$ cat src/core/hfpa_pkg.sv
// ----------------------------------------------------------------
// shared constants for the host fifo port block
// ----------------------------------------------------------------
package hfpa_pkg;

	// ----------------------------------------------------------------
	// widths
	// ----------------------------------------------------------------
	localparam int ADDR_W = 8; // host byte address of one 16-bit half
	localparam int HALF_W = 16; // host bus width
	localparam int WORD_W = 32; // internal datapath width
	localparam int FIFO_DEPTH = 8; // entries per fifo
	localparam int CNT_W = 4; // fill level width, holds 0..8

	// ----------------------------------------------------------------
	// address map, byte offsets of 32-bit words
	// ----------------------------------------------------------------
	localparam logic [2:0] RXD_SEL = 3'h0; // 00h-1eh, sixteen half-word aliases
	localparam logic [2:0] TXD_SEL = 3'h1; // 20h-3eh, sixteen half-word aliases
	localparam int DATA_SEL_LSB = 5; // address bits from this one up pick a data port
	localparam logic [ADDR_W-1:0] RXS_POP_OFS = 8'h40;
	localparam logic [ADDR_W-1:0] RXS_PEEK_OFS = 8'h44;
	localparam logic [ADDR_W-1:0] TXS_POP_OFS = 8'h48;
	localparam logic [ADDR_W-1:0] TXS_PEEK_OFS = 8'h4c;
	localparam logic [ADDR_W-1:0] LIMIT_OFS = 8'h50; // read/write fifo capacities
	localparam logic [ADDR_W-1:0] CTRL_OFS = 8'h54; // write-only control
	localparam logic [ADDR_W-1:0] EVENT_OFS = 8'h58; // event flags
	localparam logic [ADDR_W-1:0] LEVEL_OFS = 8'h5c; // read-only fill levels

	// ----------------------------------------------------------------
	// field positions and reset values
	// ----------------------------------------------------------------
	localparam int LIM_RXS_LSB = 0;
	localparam int LIM_RXD_LSB = 4;
	localparam int LIM_TXS_LSB = 8;
	localparam int LIM_TXD_LSB = 12;
	localparam logic [HALF_W-1:0] LIMIT_RST = 16'h8888;
	localparam int CTRL_SWRST_BIT = 0;
	localparam int EV_RXD_UNDER = 0; // write_one_to_clear
	localparam int EV_TXD_OVER = 1; // write_one_to_clear
	localparam int EV_RXS_UNDER = 2; // clear_on_read
	localparam int EV_TX_SPACE = 3; // latched_low_bit
	localparam int EV_RXS_SEEN = 4; // latched_high_bit
	localparam int EV_SWRST = 5; // write_one_to_clear, software_reset_immune
	localparam int EV_W = 6;
	localparam logic EV_TX_SPACE_RST = 1'b1;

	// ----------------------------------------------------------------
	// decoded host target
	// ----------------------------------------------------------------
	typedef enum logic [3:0] {
		HFPA_PORT_NONE = 4'h0,
		HFPA_PORT_RXD = 4'h1,
		HFPA_PORT_TXD = 4'h2,
		HFPA_PORT_RXS_POP = 4'h3,
		HFPA_PORT_RXS_PEEK = 4'h4,
		HFPA_PORT_TXS_POP = 4'h5,
		HFPA_PORT_TXS_PEEK = 4'h6,
		HFPA_PORT_LIMIT = 4'h7,
		HFPA_PORT_CTRL = 4'h8,
		HFPA_PORT_EVENT = 4'h9,
		HFPA_PORT_LEVEL = 4'ha
	} hfpa_port_t;

endpackage : hfpa_pkg

$ cat src/core/hfpa_top.sv
module hfpa_top (
	// clock and reset
	input wire logic clk,
	input wire logic reset_n,
	// host bus, one 16-bit half per access
	input wire logic host_rd,
	input wire logic host_wr,
	input wire logic [hfpa_pkg::ADDR_W-1:0] host_addr,
	input wire logic [hfpa_pkg::HALF_W-1:0] host_wdata,
	output logic [hfpa_pkg::HALF_W-1:0] host_rdata,
	output logic host_rvalid,
	// receive status entries from the mac
	input wire logic rxs_valid,
	output logic rxs_ready,
	input wire logic [hfpa_pkg::WORD_W-1:0] rxs_data,
	// receive data words from the mac
	input wire logic rxd_valid,
	output logic rxd_ready,
	input wire logic [hfpa_pkg::WORD_W-1:0] rxd_data,
	// transmit status entries from the mac
	input wire logic txs_valid,
	output logic txs_ready,
	input wire logic [hfpa_pkg::WORD_W-1:0] txs_data,
	// transmit data words to the mac
	output logic txd_valid,
	input wire logic txd_ready,
	output logic [hfpa_pkg::WORD_W-1:0] txd_data
);
	import hfpa_pkg::*;

	// ----------------------------------------------------------------
	// declarations
	// ----------------------------------------------------------------
	hfpa_port_t port; // decoded target of the current access
	logic [ADDR_W-1:0] word_addr; // address with half select dropped
	logic half_hi; // access touches bits 31:16
	logic sw_rst; // one-cycle software reset
	logic all_rst_n; // low on any reset source
	logic [HALF_W-1:0] limit; // fifo capacities
	logic [EV_W-1:0] events; // event flags as read
	logic ev_rxd_under; // read of empty receive data
	logic ev_txd_over; // push into full transmit data
	logic ev_rxs_under; // pop of empty receive status
	logic ev_tx_space; // low once transmit data was full
	logic ev_rxs_seen; // high once receive status held data
	logic ev_swrst; // a software reset happened
	logic ev_read; // host reads the event register
	logic ev_clear; // host writes the event register
	logic rxd_pair; // low half of receive data already read
	logic txd_pair; // low half of transmit data already written
	logic rxs_pair; // low half of receive status pop read
	logic txs_pair; // low half of transmit status pop read
	logic [HALF_W-1:0] txd_low; // held low half of transmit word
	logic [WORD_W-1:0] rd_word; // full word behind the read address
	logic [HALF_W-1:0] next_rdata; // half of it that is returned
	logic rxs_pop; // remove receive status head
	logic rxd_pop; // remove receive data head
	logic txs_pop; // remove transmit status head
	logic txd_push; // complete transmit data word
	logic txd_in_ready; // transmit data has room
	logic rxs_out_valid; // receive status not empty
	logic rxd_out_valid; // receive data not empty
	logic txs_out_valid; // transmit status not empty
	logic [WORD_W-1:0] rxs_head; // oldest receive status
	logic [WORD_W-1:0] rxd_head; // oldest receive data
	logic [WORD_W-1:0] txs_head; // oldest transmit status
	logic [CNT_W-1:0] rxs_lvl; // fill levels
	logic [CNT_W-1:0] rxd_lvl;
	logic [CNT_W-1:0] txs_lvl;
	logic [CNT_W-1:0] txd_lvl;

	// ----------------------------------------------------------------
	// reset
	// ----------------------------------------------------------------

	// hardware and software reset both restore defaults
	assign all_rst_n = reset_n && !sw_rst;

	// software reset pulse from a write-only control bit
	always_ff @(posedge clk) begin
		if (!reset_n) begin
			sw_rst <= 1'b0;
		end else begin
			sw_rst <= host_wr && port == HFPA_PORT_CTRL && !half_hi && host_wdata[CTRL_SWRST_BIT];
		end
	end

	// ----------------------------------------------------------------
	// address decode
	// ----------------------------------------------------------------
	assign word_addr = {host_addr[ADDR_W-1:2], 2'b00};
	assign half_hi = host_addr[1];

	// map the address onto one target, unknown words hit nothing
	always_comb begin
		port = HFPA_PORT_NONE;
		// sixteen half-word locations alias each data port
		if (host_addr[ADDR_W-1:DATA_SEL_LSB] == RXD_SEL) begin
			port = HFPA_PORT_RXD;
		end else if (host_addr[ADDR_W-1:DATA_SEL_LSB] == TXD_SEL) begin
			port = HFPA_PORT_TXD;
		end else begin
			// separate locations for each fifo and register
			case (word_addr)
				RXS_POP_OFS: port = HFPA_PORT_RXS_POP;
				RXS_PEEK_OFS: port = HFPA_PORT_RXS_PEEK;
				TXS_POP_OFS: port = HFPA_PORT_TXS_POP;
				TXS_PEEK_OFS: port = HFPA_PORT_TXS_PEEK;
				LIMIT_OFS: port = HFPA_PORT_LIMIT;
				CTRL_OFS: port = HFPA_PORT_CTRL;
				EVENT_OFS: port = HFPA_PORT_EVENT;
				LEVEL_OFS: port = HFPA_PORT_LEVEL;
				default: port = HFPA_PORT_NONE;
			endcase
		end
	end

	// ----------------------------------------------------------------
	// half pairing
	// ----------------------------------------------------------------

	// low half arms the pair, high half completes and disarms it
	always_ff @(posedge clk) begin
		if (!all_rst_n) begin
			rxd_pair <= 1'b0;
			txd_pair <= 1'b0;
			rxs_pair <= 1'b0;
			txs_pair <= 1'b0;
		end else begin
			if (host_rd && port == HFPA_PORT_RXD) begin
				rxd_pair <= !half_hi;
			end
			if (host_wr && port == HFPA_PORT_TXD) begin
				txd_pair <= !half_hi;
			end
			if (host_rd && port == HFPA_PORT_RXS_POP) begin
				rxs_pair <= !half_hi;
			end
			if (host_rd && port == HFPA_PORT_TXS_POP) begin
				txs_pair <= !half_hi;
			end
		end
	end

	// transmit low half waits here for its partner
	always_ff @(posedge clk) begin
		if (!all_rst_n) begin
			txd_low <= '0;
		end else if (host_wr && port == HFPA_PORT_TXD && !half_hi) begin
			txd_low <= host_wdata;
		end
	end

	// pops and push happen once, on the high half of an armed pair
	assign rxd_pop = host_rd && port == HFPA_PORT_RXD && half_hi && rxd_pair;
	assign rxs_pop = host_rd && port == HFPA_PORT_RXS_POP && half_hi && rxs_pair;
	assign txs_pop = host_rd && port == HFPA_PORT_TXS_POP && half_hi && txs_pair;
	assign txd_push = host_wr && port == HFPA_PORT_TXD && half_hi && txd_pair;

	// ----------------------------------------------------------------
	// fifos
	// ----------------------------------------------------------------

	// receive status, filled by the mac, drained only by host pops
	hfpa_fifo #(.WIDTH(WORD_W), .DEPTH(FIFO_DEPTH), .CNT_W(CNT_W)) u_rxs (
		.clk(clk),
		.reset_n(all_rst_n),
		.limit(limit[LIM_RXS_LSB +: CNT_W]),
		.in_valid(rxs_valid),
		.in_ready(rxs_ready),
		.in_data(rxs_data),
		.out_valid(rxs_out_valid),
		.out_ready(rxs_pop),
		.out_data(rxs_head),
		.level(rxs_lvl)
	);

	// receive data, filled by the mac, drained only by host reads
	hfpa_fifo #(.WIDTH(WORD_W), .DEPTH(FIFO_DEPTH), .CNT_W(CNT_W)) u_rxd (
		.clk(clk),
		.reset_n(all_rst_n),
		.limit(limit[LIM_RXD_LSB +: CNT_W]),
		.in_valid(rxd_valid),
		.in_ready(rxd_ready),
		.in_data(rxd_data),
		.out_valid(rxd_out_valid),
		.out_ready(rxd_pop),
		.out_data(rxd_head),
		.level(rxd_lvl)
	);

	// transmit status, filled by the mac, drained by host pops
	hfpa_fifo #(.WIDTH(WORD_W), .DEPTH(FIFO_DEPTH), .CNT_W(CNT_W)) u_txs (
		.clk(clk),
		.reset_n(all_rst_n),
		.limit(limit[LIM_TXS_LSB +: CNT_W]),
		.in_valid(txs_valid),
		.in_ready(txs_ready),
		.in_data(txs_data),
		.out_valid(txs_out_valid),
		.out_ready(txs_pop),
		.out_data(txs_head),
		.level(txs_lvl)
	);

	// transmit data, filled by host word pairs, drained by the mac
	hfpa_fifo #(.WIDTH(WORD_W), .DEPTH(FIFO_DEPTH), .CNT_W(CNT_W)) u_txd (
		.clk(clk),
		.reset_n(all_rst_n),
		.limit(limit[LIM_TXD_LSB +: CNT_W]),
		.in_valid(txd_push),
		.in_ready(txd_in_ready),
		.in_data({host_wdata, txd_low}),
		.out_valid(txd_valid),
		.out_ready(txd_ready),
		.out_data(txd_data),
		.level(txd_lvl)
	);

	// ----------------------------------------------------------------
	// capacity register
	// ----------------------------------------------------------------

	// only the low half holds fields; the high half is reserved
	always_ff @(posedge clk) begin
		if (!all_rst_n) begin
			limit <= LIMIT_RST;
		end else if (host_wr && port == HFPA_PORT_LIMIT && !half_hi) begin
			limit <= host_wdata;
		end
	end

	// ----------------------------------------------------------------
	// event flags
	// ----------------------------------------------------------------
	assign ev_read = host_rd && port == HFPA_PORT_EVENT && !half_hi;
	assign ev_clear = host_wr && port == HFPA_PORT_EVENT && !half_hi;

	// underrun and overrun, a new event wins over the clearing write
	always_ff @(posedge clk) begin
		if (!all_rst_n) begin
			ev_rxd_under <= 1'b0;
			ev_txd_over <= 1'b0;
		end else begin
			if (host_rd && port == HFPA_PORT_RXD && !rxd_out_valid) begin
				ev_rxd_under <= 1'b1;
			end else if (ev_clear && host_wdata[EV_RXD_UNDER]) begin
				ev_rxd_under <= 1'b0;
			end
			if (txd_push && !txd_in_ready) begin
				ev_txd_over <= 1'b1;
			end else if (ev_clear && host_wdata[EV_TXD_OVER]) begin
				ev_txd_over <= 1'b0;
			end
		end
	end

	// receive status pop of an empty fifo, cleared by reading the flags
	always_ff @(posedge clk) begin
		if (!all_rst_n) begin
			ev_rxs_under <= 1'b0;
		end else if (host_rd && port == HFPA_PORT_RXS_POP && !rxs_out_valid) begin
			ev_rxs_under <= 1'b1;
		end else if (ev_read) begin
			ev_rxs_under <= 1'b0;
		end
	end

	// latched levels: hold the captured state until the flags are read
	always_ff @(posedge clk) begin
		if (!all_rst_n) begin
			ev_tx_space <= EV_TX_SPACE_RST;
			ev_rxs_seen <= 1'b0;
		end else begin
			if (!txd_in_ready) begin
				ev_tx_space <= 1'b0;
			end else if (ev_read) begin
				ev_tx_space <= 1'b1;
			end
			if (rxs_out_valid) begin
				ev_rxs_seen <= 1'b1;
			end else if (ev_read) begin
				ev_rxs_seen <= 1'b0;
			end
		end
	end

	// software reset marker, cleared only by hardware reset or a write
	always_ff @(posedge clk) begin
		if (!reset_n) begin
			ev_swrst <= 1'b0;
		end else if (sw_rst) begin
			ev_swrst <= 1'b1;
		end else if (ev_clear && host_wdata[EV_SWRST]) begin
			ev_swrst <= 1'b0;
		end
	end

	// gather flags into their read positions
	always_comb begin
		events = '0;
		events[EV_RXD_UNDER] = ev_rxd_under;
		events[EV_TXD_OVER] = ev_txd_over;
		events[EV_RXS_UNDER] = ev_rxs_under;
		events[EV_TX_SPACE] = ev_tx_space;
		events[EV_RXS_SEEN] = ev_rxs_seen;
		events[EV_SWRST] = ev_swrst;
	end

	// ----------------------------------------------------------------
	// read path
	// ----------------------------------------------------------------

	// word behind the address; write-only and unmapped words read zero
	always_comb begin
		rd_word = '0;
		unique case (port)
			HFPA_PORT_RXD: rd_word = rxd_out_valid ? rxd_head : '0;
			HFPA_PORT_RXS_POP: rd_word = rxs_out_valid ? rxs_head : '0;
			HFPA_PORT_RXS_PEEK: rd_word = rxs_out_valid ? rxs_head : '0;
			HFPA_PORT_TXS_POP: rd_word = txs_out_valid ? txs_head : '0;
			HFPA_PORT_TXS_PEEK: rd_word = txs_out_valid ? txs_head : '0;
			HFPA_PORT_LIMIT: rd_word = {{(WORD_W - HALF_W){1'b0}}, limit};
			HFPA_PORT_EVENT: rd_word = {{(WORD_W - EV_W){1'b0}}, events};
			HFPA_PORT_LEVEL: rd_word = {{(WORD_W - 4 * CNT_W){1'b0}}, txd_lvl, txs_lvl, rxd_lvl, rxs_lvl};
			HFPA_PORT_TXD: rd_word = '0;
			HFPA_PORT_CTRL: rd_word = '0;
			HFPA_PORT_NONE: rd_word = '0;
		endcase
		next_rdata = half_hi ? rd_word[WORD_W-1:HALF_W] : rd_word[HALF_W-1:0];
	end

	// read answer one cycle after the strobe
	always_ff @(posedge clk) begin
		if (!all_rst_n) begin
			host_rdata <= '0;
			host_rvalid <= 1'b0;
		end else begin
			host_rvalid <= host_rd;
			host_rdata <= host_rd ? next_rdata : '0;
		end
	end

endmodule : hfpa_top

$ cat src/core/hfpa_fifo.sv
// ----------------------------------------------------------------
// fifo with a run-time capacity limit
// ----------------------------------------------------------------
module hfpa_fifo #(
	parameter int WIDTH = 32,
	parameter int DEPTH = 8,
	parameter int CNT_W = 4
) (
	// clock and synchronous reset
	input wire logic clk,
	input wire logic reset_n,
	// capacity, zero means full depth
	input wire logic [CNT_W-1:0] limit,
	// fill side
	input wire logic in_valid,
	output logic in_ready,
	input wire logic [WIDTH-1:0] in_data,
	// drain side
	output logic out_valid,
	input wire logic out_ready,
	output logic [WIDTH-1:0] out_data,
	// current fill level
	output logic [CNT_W-1:0] level
);

	localparam int PTR_W = $clog2(DEPTH);
	localparam logic [CNT_W-1:0] DEPTH_CNT = CNT_W'(DEPTH);

	logic [WIDTH-1:0] mem [DEPTH]; // storage
	logic [PTR_W-1:0] wr_ptr; // next slot to fill
	logic [PTR_W-1:0] rd_ptr; // oldest entry
	logic [CNT_W-1:0] count; // entries held
	logic [CNT_W-1:0] eff_limit; // limit clipped to depth
	logic do_push; // entry accepted
	logic do_pop; // entry removed

	// limit of zero or above depth falls back to the full depth
	assign eff_limit = (limit == '0 || limit > DEPTH_CNT) ? DEPTH_CNT : limit;
	assign in_ready = count < eff_limit;
	assign out_valid = count != '0;
	assign out_data = mem[rd_ptr];
	assign level = count;
	assign do_push = in_valid && in_ready;
	assign do_pop = out_valid && out_ready;

	// storage write, no reset needed on data
	always_ff @(posedge clk) begin
		if (do_push) begin
			mem[wr_ptr] <= in_data;
		end
	end

	// pointers and count
	always_ff @(posedge clk) begin
		if (!reset_n) begin
			wr_ptr <= '0;
			rd_ptr <= '0;
			count <= '0;
		end else begin
			if (do_push) begin
				wr_ptr <= (wr_ptr == PTR_W'(DEPTH - 1)) ? '0 : wr_ptr + 1'b1;
			end
			if (do_pop) begin
				rd_ptr <= (rd_ptr == PTR_W'(DEPTH - 1)) ? '0 : rd_ptr + 1'b1;
			end
			if (do_push && !do_pop) begin
				count <= count + 1'b1;
			end else if (do_pop && !do_push) begin
				count <= count - 1'b1;
			end
		end
	end

endmodule : hfpa_fifo

$ cat config.mk
export PLATFORM = sky130hd
export DESIGN_NAME = hfpa_top
export DESIGN_NICKNAME = d
export VERILOG_FILES = /design/src/core/hfpa_pkg.sv /design/src/core/hfpa_top.sv /design/src/core/hfpa_fifo.sv
export SDC_FILE = /design/constraint.sdc
export NUM_CORES = 1
export LEC_CHECK = 0
export ABC_AREA = 1
export BUFFER_PORTS_ARGS = -buffer_cell sky130_fd_sc_hd__buf_2
export CAP_MARGIN = 30
export CORE_MARGIN = 3
export CORE_UTILIZATION = 32
export DETAILED_ROUTE_END_ITERATION = 8
export PLACE_DENSITY = 0.55
export SYNTH_ARGS = -nofsm -noshare
export SYNTH_HDL_FRONTEND = slang
export SYNTH_HIERARCHICAL = 1
export SYNTH_SLANG_ARGS = --single-unit
$ cat constraint.sdc
create_clock -name clk -period 3.5 [get_ports clk]
set_input_delay 0.175 -clock clk [delete_from_list [all_inputs] [get_ports clk]]
set_output_delay 0.175 -clock clk [all_outputs]
set_load 0.005 [all_outputs]
==> results_dict.tcl <==
set metrics [dict create \
    status "completed" \
    die_x_um 388 \
    clockBufferDepth 3 \
    ir_drop_v 0.000462 \
    htree_levels 3 \
    clk_latency_ns 0.73 \
    grt_usage_pct 16.2 \
    setup_slack_ns 0.482 \
    setup-violations-final 0 \
    crit_slowest_cell "buf_4" \
    dieArea_um2 150000 \
    utilization_pct 38.0 \
    power_density_nw_per_um2 605 \
    startpoint_type "flip-flop" \
    p_leak_nw 19.7 \
    grt_overflow_total 0 \
    rows 139 \
    synth_ff_type "edfxtp_1" \
    tns_ns 0 \
    die_h_um 388 \
    viasPerCell 4.87 \
    holdCritStartpoint "host_addr[4]" \
    r2r-end "u_txd/level[3]$_SDFFE_PN0P_" \
    place_congestion 0.803 \
    ant_nets 0 \
    io_pins 181 \
    synth_seq_cells 1136 \
    synth-edff-count 1024 \
    antenna_found_initial 20 \
    cts_setup_buffers 0 \
    worst-r2r-cell-count 18 \
    hold_depth 5 \
    crit_path_max_incr_delay_ns 0.67 \
    worstHoldEndpoint "rxs_pair$_SDFFE_PN0N_" \
    fmaxAchievable_mhz 331 \
    fin_skew_ns 0.0174 \
    core_um2 144000 \
    grt_first_pass_wirelength_um 186000 \
    numCtsBuffers 121 \
    cap_violations 0 \
    grt_pass1_vias 29100 \
    cts_hold_buf 128 \
    cts-root-buf "clkbuf_16" \
    maxSlewViolCount 0 \
    drive_gt1_share_pct 11.5 \
    synth_nets 4221 \
    worst_pin_slew_ns 0.917 \
    finalInstanceArea_um2 54800 \
    ys_top_cells_by_count "edfxtp_1 (1024), nor2_1 (830), nand2_1 (587), o21ai_0 (498), a21oi_1 (149)" \
    crit_type "flip-flop to primary output" \
    yosys-top-cells-area "edfxtp_1 (66%), nor2_1 (6.7%), o21ai_0 (5.3%)" \
    n_fill_cell 13800 \
    clock-sinks 1136 \
    dr.pass1.iters 5 \
    r2r_start "limit[14]$_SDFFE_PN0P_" \
    post_cts_resized 0 \
    vias 30900 \
    dp_hpwl_um 73700 \
    finalWirelength_um 124000 \
    yosys_warnings 6 \
    rsz0062_at_grt "false" \
    cp-end-kind "primary output" \
    area_delta_synth_final_pct 17.5 \
    seq_area_frac_synth_pct 70.7 \
    start_util_pct 32.3 \
    synth_top_area_share_pct 65.9 \
    layout.nets 4506 \
    crit_fanout 64 \
    synth.avg_cell_area_um2 11.5 \
    finalCriticalPeriod_ns 3.02 \
    pre_cts_ws_ns 0.637 \
    arrival_ns 2.84 \
    drt_iter0_drc 2437 \
    cp.required_ns 3.32 \
    crit_chain "buf_4, o21ai_0, o22ai_1, nor2_1, a31oi_1, buf_2" \
    drc_errors 0 \
    synth_area_leader_cell "edfxtp_1" \
    synth_area_um2 46600 \
    yosys.cell_count.top_type "edfxtp_1" \
    cts_tree "yes" \
    ff2ff_setup_slack_ns 0.59 \
    design_power_total_mw 33.2 \
    netlist_instances 4049 \
    wl_per_cell_um 19.6 \
    hp-class "input pin to flip-flop" \
    period_share_pct 86.2 \
    synth-async-reset-ratio_pct 0 \
    path_clk_slew_ns 0.06 \
    postPlaceCellArea_um2 49800 \
    slew_headroom_pct 38.8 \
    final-hold-violation-count 0 \
    synth_cell_types 40 \
    grt_max_degree 129 \
    port_buffers 179 \
]
flip-flops by register name, summed over array words and instances, names as in the netlist, 3 cells and up, named ones only:
register and flops:
u_txs/rd_ptr 3, u_rxs/mem 256, u_rxd/level 4, u_txs/level 4, u_txd/level 4, host_rdata 16
u_txs/mem 256, limit 16, u_txd/wr_ptr 3, u_rxd/wr_ptr 3, u_rxd/mem 256, u_txs/wr_ptr 3
txd_low 16, u_txd/mem 256, u_rxs/rd_ptr 3, u_rxs/wr_ptr 3, u_rxd/rd_ptr 3, u_txd/rd_ptr 3
u_rxs/level 4
critical path: cells and delay by family, from the launching register on:
family / cells / cell delay (ns)
AOI/OAI and AO/OA: 3 / 0.82
buffers and inverters: 2 / 0.88
DFF: 1 / 0.33
and+or+nand+nor: 1 / 0.06
per-layer routing:
metal	vias to the layer above	wire length (um)	GRT usage (%)
li1	14800	-	-
met1	15100	56000	22.4
met2	792	57500	25.7
met3	184	7910	3.43
met4	8	2930	4.41
met5	-	52	0
kinds of logic after synthesis:
group / Yosys count / synth area share [%]
buffers and inverters: 376 / 4.11
adders and majority gates: 44 / 1.24
DFF: 1136 / 70.7
xor gates and xnor gates: 13 / 0.244
AOI/OAI and AO/OA: 859 / 9.70
and+or+nand+nor: 1621 / 14.0
power by group:
| group | total, mW | switching [mW] | internal (mW) |
|---|---|---|---|
| logic | 5.10 | 3.51 | 1.58 |
| clock network | 12.1 | 5.17 | 6.93 |
| registers | 16.0 | 0.312 | 15.7 |
| total | 33.2 | 9.00 | 24.2 |
worst max-delay path by stage:
stage | to | slack, ns | cells past startpoint
4_1_cts | txd_data[16] | 0.41 | 6
6_report | txd_data[26] | 0.48 | 6
3_5_place_dp | u_txd/level[3]$_SDFFE_PN0P_ | 0.64 | 18
2_1_floorplan | u_rxd/mem[0][0]$_DFFE_PP_ | 0.41 | 8
5_1_grt | u_txd/level[3]$_SDFFE_PN0P_ | 0.28 | 18
3_3_place_gp | u_txd/level[3]$_SDFFE_PN0P_ | 0.60 | 18
layout make-up:
| cell class | instances | area [um2] | share of cell area, % |
|---|---|---|---|
| tap | 1903 | 2380 | 4.34 |
| clock inverter | 65 | 500 | 0.913 |
| multi-input combinational | 2537 | 12000 | 21.8 |
| clock buffer | 160 | 3250 | 5.92 |
| timing repair buffer | 392 | 3130 | 5.71 |
| antenna | 13 | 32.5 | 0.0593 |
| inverter | 146 | 558 | 1.02 |
| sequential | 1136 | 33000 | 60.2 |
cells in the final DEF (no fill, tap or decap), drive strengths merged, types with 6 or more instances in the layout:
cell type / n
edfxtp: 1024
nor2: 845
nand2: 601
o21ai: 545
buf: 264
clkbuf: 160
a21oi: 149
inv: 147
dlygate4sd3: 128
a31oi: 128
nand3: 128
dfxtp: 112
clkinv: 57
ha: 40
o22ai: 32
nor3: 20
diode: 13
nand4: 13
nand3b: 10
xor2: 10
bufinv: 6
metrics by stage:
step | hold slack (ns) | instances
5_1_grt | 0.129 | 6343
3_3_place_gp | 0.442 | 5986
6_report | 0.134 | 6352
4_1_cts | 0.0297 | 6339
3_5_place_dp | 0.446 | 5986
2_1_floorplan | 0.274 | 4049
Power figures use the tool's default switching activity.
